`src/levf_pkg.sv`:
```
// package: register map, field layout and carrier types for the line event flag block
package levf_pkg;
    localparam int unsigned ADDR_W = 8;
    localparam int unsigned DATA_W = 8;
    localparam int unsigned NUM_A  = 5;
    localparam int unsigned NUM_B  = 8;

    localparam logic [ADDR_W-1:0] ADDR_EDGE_SEL = 8'h16;
    localparam logic [ADDR_W-1:0] ADDR_MASK_A   = 8'h14;
    localparam logic [ADDR_W-1:0] ADDR_MASK_B   = 8'h15;
    localparam logic [ADDR_W-1:0] ADDR_LIVE     = 8'h17;
    localparam logic [ADDR_W-1:0] ADDR_FLAGS_A  = 8'h19;
    localparam logic [ADDR_W-1:0] ADDR_FLAGS_B  = 8'h1A;
    localparam logic [ADDR_W-1:0] ADDR_TALLY_LO = 8'h1B;
    localparam logic [ADDR_W-1:0] ADDR_TALLY_HI = 8'h1C;

    localparam logic [NUM_A-1:0]  RST_EDGE_SEL  = 5'h00;
    localparam logic [NUM_A-1:0]  RST_MASK_A    = 5'h1F;
    localparam logic [NUM_B-1:0]  RST_MASK_B    = 8'hFF;
    localparam logic [DATA_W-1:0] RST_DATA      = 8'h00;
    localparam logic [15:0]       RST_TALLY     = 16'h0000;

    // live status bits feeding flags a, bit positions as in the register
    typedef struct packed {
        logic pattern_sync;
        logic tx_clock_missing;
        logic driver_short;
        logic alarm_indication;
        logic input_absent;
    } levf_live_s;

    // one-cycle event pulses feeding flags b
    typedef struct packed {
        logic pulse_amplitude_overflow;
        logic jitter_buffer_over;
        logic jitter_buffer_under;
        logic pattern_mismatch;
        logic excess_zero;
        logic code_violation;
        logic one_second_expiry;
        logic tally_overflow;
    } levf_evt_s;

    typedef struct packed {
        logic [ADDR_W-1:0] addr;
        logic [DATA_W-1:0] wdata;
        logic              wr;
        logic              rd;
    } levf_bus_s;
endpackage

```
`src/levf_flag.sv`:
```
// one sticky event flag with read clear, set winning over clear
`timescale 1ns/1ps
`default_nettype none
module levf_flag (
    input  wire logic clk_sys_i,
    input  wire logic srst_i,
    input  wire logic ce_i,
    input  wire logic set_i,
    input  wire logic clr_i,
    output logic      flag_o
);
    // a set in the clearing cycle survives so the next read sees it
    always_ff @(posedge clk_sys_i) begin
        if (srst_i) begin
            flag_o <= 1'b0;
        end else if (ce_i) begin
            if (set_i) begin
                flag_o <= 1'b1;
            end else if (clr_i) begin
                flag_o <= 1'b0;
            end
        end
    end
endmodule
`default_nettype wire

```
`src/levf_top.sv`:
```
// top: event flags, masks, edge select, error tally registers and interrupt request
//
// Chosen here: strobed register access.
`timescale 1ns/1ps
`default_nettype none
module levf_top (
    input  wire logic                           clk_sys_i,
    input  wire logic                           srst_i,
    input  wire logic                           ce_i,
    input  wire logic [levf_pkg::ADDR_W-1:0]    addr_i,
    input  wire logic [levf_pkg::DATA_W-1:0]    wdata_i,
    input  wire logic                           wr_i,
    input  wire logic                           rd_i,
    input  wire levf_pkg::levf_live_s           live_i,
    input  wire levf_pkg::levf_evt_s            evt_i,
    input  wire logic [15:0]                    tally_i,
    output logic [levf_pkg::DATA_W-1:0]         rdata_o,
    output logic                                irq_o
);
    ////////////////////////////////////////////////////////////////////////////
    // register state
    levf_pkg::levf_bus_s               bus;
    logic [levf_pkg::NUM_A-1:0]        edge_sel_ff;
    logic [levf_pkg::NUM_A-1:0]        mask_a_ff;
    logic [levf_pkg::NUM_B-1:0]        mask_b_ff;
    logic [levf_pkg::NUM_A-1:0]        live_s1_ff;
    logic [levf_pkg::NUM_A-1:0]        live_s2_ff;
    logic [levf_pkg::NUM_A-1:0]        live_old_ff;
    logic [levf_pkg::NUM_B-1:0]        evt_s1_ff;
    logic [levf_pkg::NUM_B-1:0]        evt_s2_ff;
    logic [levf_pkg::NUM_B-1:0]        evt_old_ff;
    logic [15:0]                       tally_s1_ff;
    logic [15:0]                       tally_s2_ff;
    logic [15:0]                       tally_s3_ff;
    logic [15:0]                       tally_ff;
    logic [7:0]                        tally_hi_hold_ff;
    logic [levf_pkg::NUM_A-1:0]        set_a;
    logic [levf_pkg::NUM_B-1:0]        set_b;
    logic [levf_pkg::NUM_A-1:0]        flags_a;
    logic [levf_pkg::NUM_B-1:0]        flags_b;
    logic                              clr_a;
    logic                              clr_b;
    logic [levf_pkg::DATA_W-1:0]       nxt_rdata;

    assign bus = '{addr: addr_i, wdata: wdata_i, wr: wr_i, rd: rd_i};

    ////////////////////////////////////////////////////////////////////////////
    // detectors sit in other clock regions, so their lines pass two flops
    always_ff @(posedge clk_sys_i) begin
        if (srst_i) begin
            live_s1_ff  <= '0;
            live_s2_ff  <= '0;
            live_old_ff <= '0;
            evt_s1_ff   <= '0;
            evt_s2_ff   <= '0;
            evt_old_ff  <= '0;
            tally_s1_ff <= levf_pkg::RST_TALLY;
            tally_s2_ff <= levf_pkg::RST_TALLY;
        end else if (ce_i) begin
            live_s1_ff  <= live_i;
            live_s2_ff  <= live_s1_ff;
            live_old_ff <= live_s2_ff;
            evt_s1_ff   <= evt_i;
            evt_s2_ff   <= evt_s1_ff;
            evt_old_ff  <= evt_s2_ff;
            tally_s1_ff <= tally_i;
            tally_s2_ff <= tally_s1_ff;
        end
    end

    ////////////////////////////////////////////////////////////////////////////
    // the tally word crosses bit by bit, so a value is taken only when two
    // successive synced samples agree; a counter caught mid-carry is skipped
    always_ff @(posedge clk_sys_i) begin
        if (srst_i) begin
            tally_s3_ff <= levf_pkg::RST_TALLY;
            tally_ff    <= levf_pkg::RST_TALLY;
        end else if (ce_i) begin
            tally_s3_ff <= tally_s2_ff;
            if (tally_s2_ff == tally_s3_ff) begin
                tally_ff <= tally_s3_ff;
            end
        end
    end

    ////////////////////////////////////////////////////////////////////////////
    // rising edge always; falling edge too where edge select is one
    // event inputs are treated as levels and caught on their rise, so a long pulse counts once
    assign set_a = (live_s2_ff & ~live_old_ff) | (edge_sel_ff & ~live_s2_ff & live_old_ff);
    assign set_b = evt_s2_ff & ~evt_old_ff;

    // clearing reads of the two status registers
    assign clr_a = bus.rd && (bus.addr == levf_pkg::ADDR_FLAGS_A);
    assign clr_b = bus.rd && (bus.addr == levf_pkg::ADDR_FLAGS_B);

    ////////////////////////////////////////////////////////////////////////////
    // sticky flags
    for (genvar i = 0; i < levf_pkg::NUM_A; i++) begin : g_flag_a
        levf_flag u_flag (
            .clk_sys_i (clk_sys_i),
            .srst_i    (srst_i),
            .ce_i      (ce_i),
            .set_i     (set_a[i]),
            .clr_i     (clr_a),
            .flag_o    (flags_a[i])
        );
    end

    for (genvar j = 0; j < levf_pkg::NUM_B; j++) begin : g_flag_b
        levf_flag u_flag (
            .clk_sys_i (clk_sys_i),
            .srst_i    (srst_i),
            .ce_i      (ce_i),
            .set_i     (set_b[j]),
            .clr_i     (clr_b),
            .flag_o    (flags_b[j])
        );
    end

    ////////////////////////////////////////////////////////////////////////////
    // writable control registers: edge select and both masks
    always_ff @(posedge clk_sys_i) begin
        if (srst_i) begin
            edge_sel_ff <= levf_pkg::RST_EDGE_SEL;
            mask_a_ff   <= levf_pkg::RST_MASK_A;
            mask_b_ff   <= levf_pkg::RST_MASK_B;
        end else if (ce_i && bus.wr) begin
            case (bus.addr)
                levf_pkg::ADDR_EDGE_SEL: edge_sel_ff <= bus.wdata[levf_pkg::NUM_A-1:0];
                levf_pkg::ADDR_MASK_A:   mask_a_ff   <= bus.wdata[levf_pkg::NUM_A-1:0];
                levf_pkg::ADDR_MASK_B:   mask_b_ff   <= bus.wdata;
                default: ;
            endcase
        end
    end

    ////////////////////////////////////////////////////////////////////////////
    // reading the low byte freezes the high byte so the 16-bit pair is coherent
    always_ff @(posedge clk_sys_i) begin
        if (srst_i) begin
            tally_hi_hold_ff <= levf_pkg::RST_DATA;
        end else if (ce_i && bus.rd && bus.addr == levf_pkg::ADDR_TALLY_LO) begin
            tally_hi_hold_ff <= tally_ff[15:8];
        end
    end

    ////////////////////////////////////////////////////////////////////////////
    // read mux; the value returned is the flag state before the clear
    always_comb begin
        nxt_rdata = levf_pkg::RST_DATA;
        case (bus.addr)
            levf_pkg::ADDR_EDGE_SEL: nxt_rdata = {3'h0, edge_sel_ff};
            levf_pkg::ADDR_MASK_A:   nxt_rdata = {3'h0, mask_a_ff};
            levf_pkg::ADDR_MASK_B:   nxt_rdata = mask_b_ff;
            levf_pkg::ADDR_LIVE:     nxt_rdata = {3'h0, live_s2_ff};
            levf_pkg::ADDR_FLAGS_A:  nxt_rdata = {3'h0, flags_a};
            levf_pkg::ADDR_FLAGS_B:  nxt_rdata = flags_b;
            levf_pkg::ADDR_TALLY_LO: nxt_rdata = tally_ff[7:0];
            levf_pkg::ADDR_TALLY_HI: nxt_rdata = tally_hi_hold_ff;
            default:                 nxt_rdata = levf_pkg::RST_DATA;
        endcase
    end

    // read data stands only in the cycle after the strobe
    always_ff @(posedge clk_sys_i) begin
        if (srst_i) begin
            rdata_o <= levf_pkg::RST_DATA;
        end else if (ce_i) begin
            rdata_o <= bus.rd ? nxt_rdata : levf_pkg::RST_DATA;
        end
    end

    ////////////////////////////////////////////////////////////////////////////
    // request follows unmasked flags one cycle late; drops two cycles after the clearing read strobe
    always_ff @(posedge clk_sys_i) begin
        if (srst_i) begin
            irq_o <= 1'b0;
        end else if (ce_i) begin
            irq_o <= (|(flags_a & ~mask_a_ff)) | (|(flags_b & ~mask_b_ff));
        end
    end
endmodule
`default_nettype wire

```
`config.mk`:
```
export PLATFORM = sky130hd
export DESIGN_NAME = levf_top
export DESIGN_NICKNAME = d
export VERILOG_FILES = /design/src/levf_pkg.sv /design/src/levf_flag.sv /design/src/levf_top.sv
export SDC_FILE = /design/constraint.sdc
export NUM_CORES = 1
export LEC_CHECK = 0
export ABC_AREA = 1
export BUFFER_PORTS_ARGS = -buffer_cell sky130_fd_sc_hd__buf_4
export CAP_MARGIN = 20
export CORE_ASPECT_RATIO = 0.8
export CORE_MARGIN = 1.5
export CORE_UTILIZATION = 35
export DETAILED_ROUTE_END_ITERATION = 8
export SYNTH_ARGS = -nofsm -noshare
export SYNTH_HDL_FRONTEND = slang
export SYNTH_HIERARCHICAL = 1
export SYNTH_SLANG_ARGS = --single-unit
```
`constraint.sdc`:
```
create_clock -name clk_sys_i -period 1.68 [get_ports clk_sys_i]
set_input_delay 0.168 -clock clk_sys_i [delete_from_list [all_inputs] [get_ports clk_sys_i]]
set_output_delay 0.168 -clock clk_sys_i [all_outputs]
set_load 0.005 [all_outputs]
```
==> Yosys cells after proc, flatten, opt, wreduce, memory -nomap -nowiden <==
Cells that the tools add are included.
{ "op_classes": {"n_addsub": 0, "multipliers": 0, "n_reduce_logical": 37, "div_mod_pow": 0, "magnitude_cmp": 0, "eq_ne": 9, "shifts": 0, "bitwise_logic": 13, "mux": 17} }
{ "ops": {"columns": ["operator", "n"], "rows": [
  ["$eq A8 B5 Y1 const B", 8],
  ["$pmux W8 S8", 1],
  ["$reduce_and A2 Y1", 17],
  ["$reduce_bool A2 Y1", 13],
  ["$and A5 B5 Y5", 4],
  ["$and A8 B8 Y8", 2],
  ["$eq A16 B16 Y1", 1],
  ["$not A8 Y8", 2],
  ["$mux W1", 15],
  ["$not A5 Y5", 3],
  ["$mux W8", 1],
  ["$reduce_or A8 Y1", 1],
  ["$logic_and A1 B1 Y1", 5],
  ["$or A5 B5 Y5", 1],
  ["$reduce_or A5 Y1", 1],
  ["$or A1 B1 Y1", 1]
]} }
{ "totals": {"n_memories": 0, "reg_bits": 151, "mem_bits_rw": 0, "mem_bits_ro": 0, "word_cells": 105, "latchBits": 0, "output_inout_bits": 9} }

==> Longest topological paths before layout <==
Gate-level depths: netlist (run 1).
{ "logic_depth": {"word_depth": 6, "mapped_depth": 11} }

==> Hierarchy <==
The synthesis (run 1) kept the hierarchy.
{ "by_module_without_submodules": {"columns": ["mod", "cells_each", "area_per_inst_um2", "instances"], "rows": [
  ["levf_top", 849, 5938.2, 1],
  ["levf_flag", 5, 40.0, 13]
]} }

==> Worst setup path after synthesis (run 1) <==
No wires, ideal clock.
{ "synth_timing": {"kind": "register to register", "startpoint": "register tally_s3_ff[11]", "endpoint": "register tally_ff[13]", "required_ns": 1.570, "n_path_buf": 1, "path_stages_with_launch": 9, "setup_time_ns": 0.110, "t_arrival_ns": 1.216, "path_slack_ns": 0.354, "path_cell_list": "dfxtp_1 > inv_1 > nand2_1 > nand4_1 > nor2_2 > buf_2 > nand4_1 > nand2_1 > nor2_1"} }
{ "synth_via": {"elab_chain_len": 2} }
{ "synth_lines": {"columns": ["element", "line_no", "source"], "rows": [
  ["start, declared", "levf_top.sv:34", "logic [15:0] tally_s3_ff;"],
  ["start signal, assigned", "levf_top.sv:76", "tally_s3_ff <= levf_pkg::RST_TALLY;"],
  ["start signal, assigned", "levf_top.sv:79", "tally_s3_ff <= tally_s2_ff;"],
  ["$eq A16 B16 Y1", "levf_top.sv:80", "if (tally_s2_ff == tally_s3_ff) begin"],
  ["$reduce_and A2 Y1 (no line)", null, null],
  ["end signal, assigned", "levf_top.sv:77", "tally_ff <= levf_pkg::RST_TALLY;"],
  ["end signal, assigned", "levf_top.sv:81", "tally_ff <= tally_s3_ff;"],
  ["end, declared", "levf_top.sv:35", "logic [15:0] tally_ff;"]
]} }
No other way between the ends.
A chain may end at the register's enable or synchronous reset.

==> Worst setup path in the final report (run 1) <==
{ "layout_timing": {"startpoint": "register tally_s3_ff[12]", "endpoint": "register tally_ff[15]"} }
Same word-level chain as after synthesis.

==> results of run 1 <==
tightest hold or removal path, delay by kind of cell:
kind / cells / cell delay [ns]
compound gates: 1 / 0.05
buf+inv: 1 / 0.15
simple gates: 2 / 0.14
timing repair:
action | in CTS | in global routing
endpoints found under the hold margin | 42 | 0
hold buffers | 37 | 0
endpoints found under the setup margin | 0 | 3
Yosys cell counts:
cell type	count	area (sq um)
nand2_1	173	649.4
dfxtp_1	151	3023
nor2_1	135	506.7
o21ai_0	106	530.5
inv_1	94	352.8
a21oi_1	80	400.4
nand3_1	67	335.3
clkbuf_1	30	112.6
nand4_1	20	125.1
a21oi_2	13	113.9
buf_2	9	45.04
nor2_2	6	37.54
nor2_4	4	45.04
o22ai_1	4	25.02
buf_1	3	11.26
buf_4	3	22.52
inv_2	3	11.26
xnor2_1	3	26.28
o21ai_1	2	10.01
xor2_1	2	17.52
a22o_1	1	8.760
a41oi_1	1	8.760
buf_6	1	11.26
clkinv_1	1	3.750
nand3_4	1	17.52
o211ai_1	1	7.510
logic make-up (layout without fill, tap and decap cells):
kind of cell,after synthesis,in the layout,synth area share
AND/OR/NAND/NOR,406,406,0.2658
AO/OA/AOI/OAI,208,208,0.1711
flip-flops,151,151,0.4680
buffers and inverters,144,248,0.08834
XOR/XNOR,5,5,0.006782
sequential cells by signal, indices dropped and copies added, names as in the netlist:
name,cells
tally_ff,16
tally_s1_ff,16
tally_s2_ff,16
tally_s3_ff,16
evt_old_ff,8
evt_s1_ff,8
evt_s2_ff,8
g_flag_b.u_flag/flag_o,8
mask_b_ff,8
rdata_o,8
tally_hi_hold_ff,8
edge_sel_ff,5
g_flag_a.u_flag/flag_o,5
live_old_ff,5
live_s1_ff,5
live_s2_ff,5
mask_a_ff,5
irq_o,1
placed cells by master (no fill, tap or decap):
cell and instances:
clkinvlp_4 2, inv_1 93, inv_2 4, nand2_1 173
clkbuf_16 17, a22o_1 1, clkinv_4 2, nor2_1 135
bufinv_16 2, nand4_1 20, a21oi_2 13, o22ai_1 4
nand3_4 1, o21ai_0 106, nand3_1 67, clkbuf_8 1
clkbuf_1 2, dfxtp_1 151, a21oi_1 80, nor2_2 5
inv_6 5, buf_12 4, buf_4 77, nor2_4 5
clkinv_1 1, o21ai_1 2, dlygate4sd3_1 37, xor2_1 2
a41oi_1 1, o211ai_1 1, xnor2_1 3, clkinv_2 1
power groups by stage:
stage	logic, W	registers, W	clock network (W)
4_1_cts	0.000769	0.00383	0.00392
6_report	0.000767	0.00383	0.00383
3_5_place_dp	0.000696	0.00391	0
5_1_grt	0.000873	0.00385	0.00406
2_1_floorplan	0.000457	0.00388	0
3_3_place_gp	0.000691	0.00391	0
final cells by class:
| cell class | instances | area [sq um] |
|---|---|---|
| well taps | 230 | 287.8 |
| clock buffers | 20 | 446.7 |
| clock inverters | 12 | 141.4 |
| multi-input cells | 619 | 2870 |
| fillers | 1859 | 9947 |
| flip-flops and latches | 151 | 3023 |
| inverters | 98 | 367.9 |
| repair buffers | 118 | 1028 |
per-stage QoR:
stage | power (W) | instance area (sq um) | setup slack [ns]
detailed placement | 0.004609 | 7207 | 0.1078
global placement | 0.004600 | 7207 | 0.09556
global route | 0.008780 | 8165 | -0.006342
finish | 0.008432 | 8165 | 0.1864
CTS | 0.008520 | 8165 | 0.1700
floorplan | 0.004339 | 6459 | 0.3538
path summary, 6_finish.rpt:
path,from,end,slack [ns],cells after the start
worst max-delay path,tally_s3_ff[12],tally_ff[15],0.19,8
worst min-delay path,ce_i,g_flag_a[1].u_flag/flag_o,0.13,4
worst max register to register,tally_s3_ff[12],tally_ff[15],0.19,8
worst min register to register,tally_ff[15],tally_hi_hold_ff[7],0.46,2
per-layer routing:
layer / global-route usage / share of wire
met1: 0.2649 / 0.55
met4: 0.06109 / 0.0084
met2: 0.2269 / 0.39
met5: 0 / 0
met3: 0.04036 / 0.048
==> results.cfg, run 1 <==
[outcome]
status = finished clean

[floorplan]
dieArea_sq_um = 19280
pin_count = 59
core_region_area_sq_um = 18110
die_h_um = 124.5
start_util = 0.3566
std_cell_rows = 44
die_x_um = 154.9

[critical_path]
cp.required_ns = 2.04
endpoint_kind = register
cp.buffers_inverters = 1
worst_path_dominant_cell_family = simple AND/OR/NAND/NOR gates
arrival_ns = 1.85
cp_cell_sequence = xor2_1, nor2_1, nand2_1, nor2_4, nand3_4, nand2_1, inv_1, nor2_1
crit_type = reg2reg
start_kind = register
cpPeakStageDelay_ns = 0.34
critPathSlowestCell = dfxtp_1
cp_max_fo = 16

[global_routing]
grt_overflow_total = 0
antenna_found_initial = 0
grt_max_degree = 102
grt_pass1_vias = 5208
grt_usage = 0.1716
grt_pass1_wl_um = 26560

[timing]
tightest_slew_ns = 0.8091
period_share = 0.8890
timing.hold.ws_ns = 0.1261
drv_slew = 0
slew_headroom = 0.4606
setup_viol = 0
rsz0062_at_grt = yes
finalHoldViolations = 0
fin_setup_tns_ns = 0
worst_clock_skew_ns = 0.01483
period_minus_slack_ns = 1.494
fmax_ghz = 0.6695

[power]
pwr-share-seq = 0.455
pwr-share-clk = 0.454
vdd_drop_max_v = 0.0004262
power_density_nw_per_um2 = 1033
p_switching_w = 0.002112
switching_share = 0.2505
comb_power_share = 0.091
p_int_w = 0.006320
leakagePower_nw = 3.500

[cells_and_area]
synthToLayoutAreaGrowth_pct = 26.42
fin_cells = 1248
layout-drive-gt1-share = 0.1365
utilization = 0.4508
antenna_cells = 0
finalNetCount = 1055

[cts]
cts_sinks = 151
cts_setup_buffers = 0
clockBufferDepth = 2
ctsResizeCount = 0
htreeDepth = 4
clk_latency_ns = 0.43
numCtsBuffers = 17
cts.clk_slew.worst_paths_ns = 0.07
cts_root_buffer = clkbuf_16
cts_tree = built

[routing]
wire_per_inst_um = 12.69
detail_route.first_pass.iterations = 8
drtIter0Drc = 474
vias = 5883
finalWirelength_um = 15840
drc = 0
ant_nets = 0
vias_per_cell = 4.714

[placed_design]
io_buffers = 58
hpwl_um = 10440
routabilityCongestion = 0.8761
placedCellCount = 1179

[logic_synthesis]
yosysUniqueCellTypes = 26
syn_area_per_cell_sq_um = 7.066
ys_seq_area_frac = 0.4680
synth_area_sq_um = 6459
synth_seq_cells = 151
syn_nets = 964
ys_warn_count = 6
synthCells = 914

[run]
maxCapViolations = 0

[hold_path]
hold_class = in2reg
No activity file was read; power rests on OpenSTA's default activity.
==> inputs of run 2 (changes only) <==
--- a/config.mk
+++ b/config.mk
@@ -6,12 +6,15 @@
 export NUM_CORES = 1
 export LEC_CHECK = 0
 export ABC_AREA = 1
-export BUFFER_PORTS_ARGS = -buffer_cell sky130_fd_sc_hd__buf_4
 export CAP_MARGIN = 20
+export CELL_PAD_IN_SITES_DETAIL_PLACEMENT = 0
+export CELL_PAD_IN_SITES_GLOBAL_PLACEMENT = 1
 export CORE_ASPECT_RATIO = 0.8
 export CORE_MARGIN = 1.5
 export CORE_UTILIZATION = 35
 export DETAILED_ROUTE_END_ITERATION = 8
+export DONT_BUFFER_PORTS = 1
+export PLACE_DENSITY_LB_ADDON = 0.1
 export SYNTH_ARGS = -nofsm -noshare
 export SYNTH_HDL_FRONTEND = slang
 export SYNTH_HIERARCHICAL = 1
==> run 2 against run 1 <==
Effect of this change:
- combinational power down 6.9%
- first-iteration DRC count decreased by 14%
- sequential power is essentially flat
- clock skew shrank 0.0056 ns
- cell count is 3.7% lower
- global-route usage increased by 1.1 points
- hold slack lost 0.10 ns
- final area is 4.0% lower
- largest cell class unchanged
- largest power group unchanged
==> results.cfg, run 2 (synthesized netlist as in run 1, its figures left out) <==
[outcome]
status = finished clean

[timing]
fmax_ghz = 0.6671
worst_clock_skew_ns = 0.009225
slew_headroom = 0.6507
drv_slew = 0
timing.hold.ws_ns = 0.02243
fin_setup_tns_ns = 0
setup_slack_ns = 0.1811
setup_viol = 0
period_share = 0.8922
finalHoldViolations = 0
period_minus_slack_ns = 1.499
tightest_slew_ns = 0.5220
rsz0062_at_grt = yes

[critical_path]
critPathSlowestCell = dlygate4sd3_1
worst_path_dominant_cell_family = simple AND/OR/NAND/NOR gates
endpoint_kind = register
cpMostUsedCell = nand2_1
cp.buffers_inverters = 2
cpPeakStageDelay_ns = 0.55
arrival_ns = 1.81
cp_max_fo = 11
cp_cell_sequence = inv_1, nand2_1, nor2_4, nand2_1, nor2_1, nand2_1, nand2_1, a21oi_2, dlygate4sd3_1
r2r-end = tally_ff[6]
regToRegSetupSlack_ns = 0.19
crit_type = in2reg
r2r_cells = 10
r2r-start = tally_s2_ff[5]
start_kind = input pin
cp.required_ns = 1.99

[hold_path]
min-delay-start = srst_i
whs_path_depth = 2
hold_class = in2reg
hold_end = g_flag_b[1].u_flag/flag_o

[cts]
clk_latency_ns = 0.42
cts_tree = built
numCtsBuffers = 17
cts_root_buffer = clkbuf_16
ctsResizeCount = 0
clockBufferDepth = 2
cts.clk_slew.worst_paths_ns = 0.06
htreeDepth = 4
cts_sinks = 151

[cells_and_area]
finalNetCount = 1011
utilization = 0.4327
layout-drive-gt1-share = 0.08025
synthToLayoutAreaGrowth_pct = 21.35
antenna_cells = 0
layout_common_cells = nand2_1, dfxtp_1, nor2_1
fin_cells = 1202
final_common_cell = nand2_1
fill_cells = 1862

[routing]
finalWirelength_um = 16920
drc = 0
ant_nets = 0
detail_route.first_pass.iterations = 6
wire_per_inst_um = 14.07
vias_per_cell = 4.869
vias = 5852
drtIter0Drc = 407

[global_routing]
grt_usage = 0.1823
antenna_found_initial = 0
grt_overflow_total = 0
grt_pass1_wl_um = 27540
grt_max_degree = 102
grt_pass1_vias = 5276

[power]
power_density_nw_per_um2 = 1036
leakagePower_nw = 3.235
pwr-share-clk = 0.439
p_int_w = 0.006092
comb_power_share = 0.088
vdd_drop_max_v = 0.0007182
pwr-share-seq = 0.473
switching_share = 0.2497
p_switching_w = 0.002028

[placed_design]
pre_cts_ws_ns = 0.1002
io_buffers = 0
placedCellCount = 1117
hpwl_um = 11300
routabilityCongestion = 0.8032

[floorplan]
dieArea_sq_um = 19280
pin_count = 59
die_h_um = 124.5
core_region_area_sq_um = 18110
die_x_um = 154.9
std_cell_rows = 44
start_util = 0.3566

[run]
maxCapViolations = 0
[run 2: what timing repair did]
action / 4_1_cts / 5_1_grt
hold buffers: 54 / 0
endpoints found under the setup margin: 0 / 16
buffers inserted: 0 / 1
hold endpoints to repair: 101 / 0
[run 2: how the worst max path moves through the flow]
stage,depth (start not counted),to,slack (ns),start
after global placement,10,tally_ff[11],0.11,tally_s2_ff[5]
after floorplan,8,tally_ff[13],0.35,tally_s3_ff[11]
after global routing,10,tally_ff[5],-0.004,tally_s2_ff[5]
after CTS,10,tally_ff[0],0.09,tally_s2_ff[5]
final,9,g_flag_a[4].u_flag/flag_o,0.18,addr_i[5]
after detailed placement,9,tally_ff[0],0.10,tally_s3_ff[15]
[run 2: per-layer routing]
metal	track usage	up-vias	wire [um]
met3	0.04001	14	932
met4	0.04751	0	159
met5	0	-	0
met1	0.2921	2650	9293
met2	0.2385	138	6530
li1	-	3050	-
[run 2: worst reg2reg max path, cell delays in order, from the launching register on]
cell and delay (ns):
dfxtp_1 0.33, inv_1 0.07, nand2_1 0.07, o21ai_1 0.07, nor2_1 0.12, nand2_1 0.11
nor2_4 0.19, buf_4 0.19, nand4_1 0.11, nand2_1 0.09, nor2_1 0.04
[run 2: layout make-up]
| class | count | area, sq um | area share |
|---|---|---|---|
| Inverter | 98 | 367.9 | 0.04693 |
| Clock inverter | 10 | 98.84 | 0.01261 |
| Timing Repair Buffer | 74 | 743.2 | 0.09483 |
| Clock buffer | 20 | 446.7 | 0.05699 |
| Multi-Input combinational cell | 619 | 2870 | 0.3662 |
| Sequential cell | 151 | 3023 | 0.3857 |
| Tap cell | 230 | 287.8 | 0.03672 |
[run 2: per-stage QoR]
stage	cell area [sq um]	total power [W]
2_1_floorplan	6459	0.004339
3_3_place_gp	6716	0.004467
3_5_place_dp	6716	0.004482
4_1_cts	7830	0.008207
5_1_grt	7838	0.008503
6_report	7838	0.008120
[run 2: power groups by stage]
stage               clock, W  sequential (W)  combinational, W
detailed placement         0         0.00392          0.000561
floorplan                  0         0.00388          0.000457
CTS                  0.00365         0.00384          0.000714
global route         0.00383         0.00386          0.000809
finish               0.00356         0.00384          0.000714
global placement           0         0.00391          0.000552
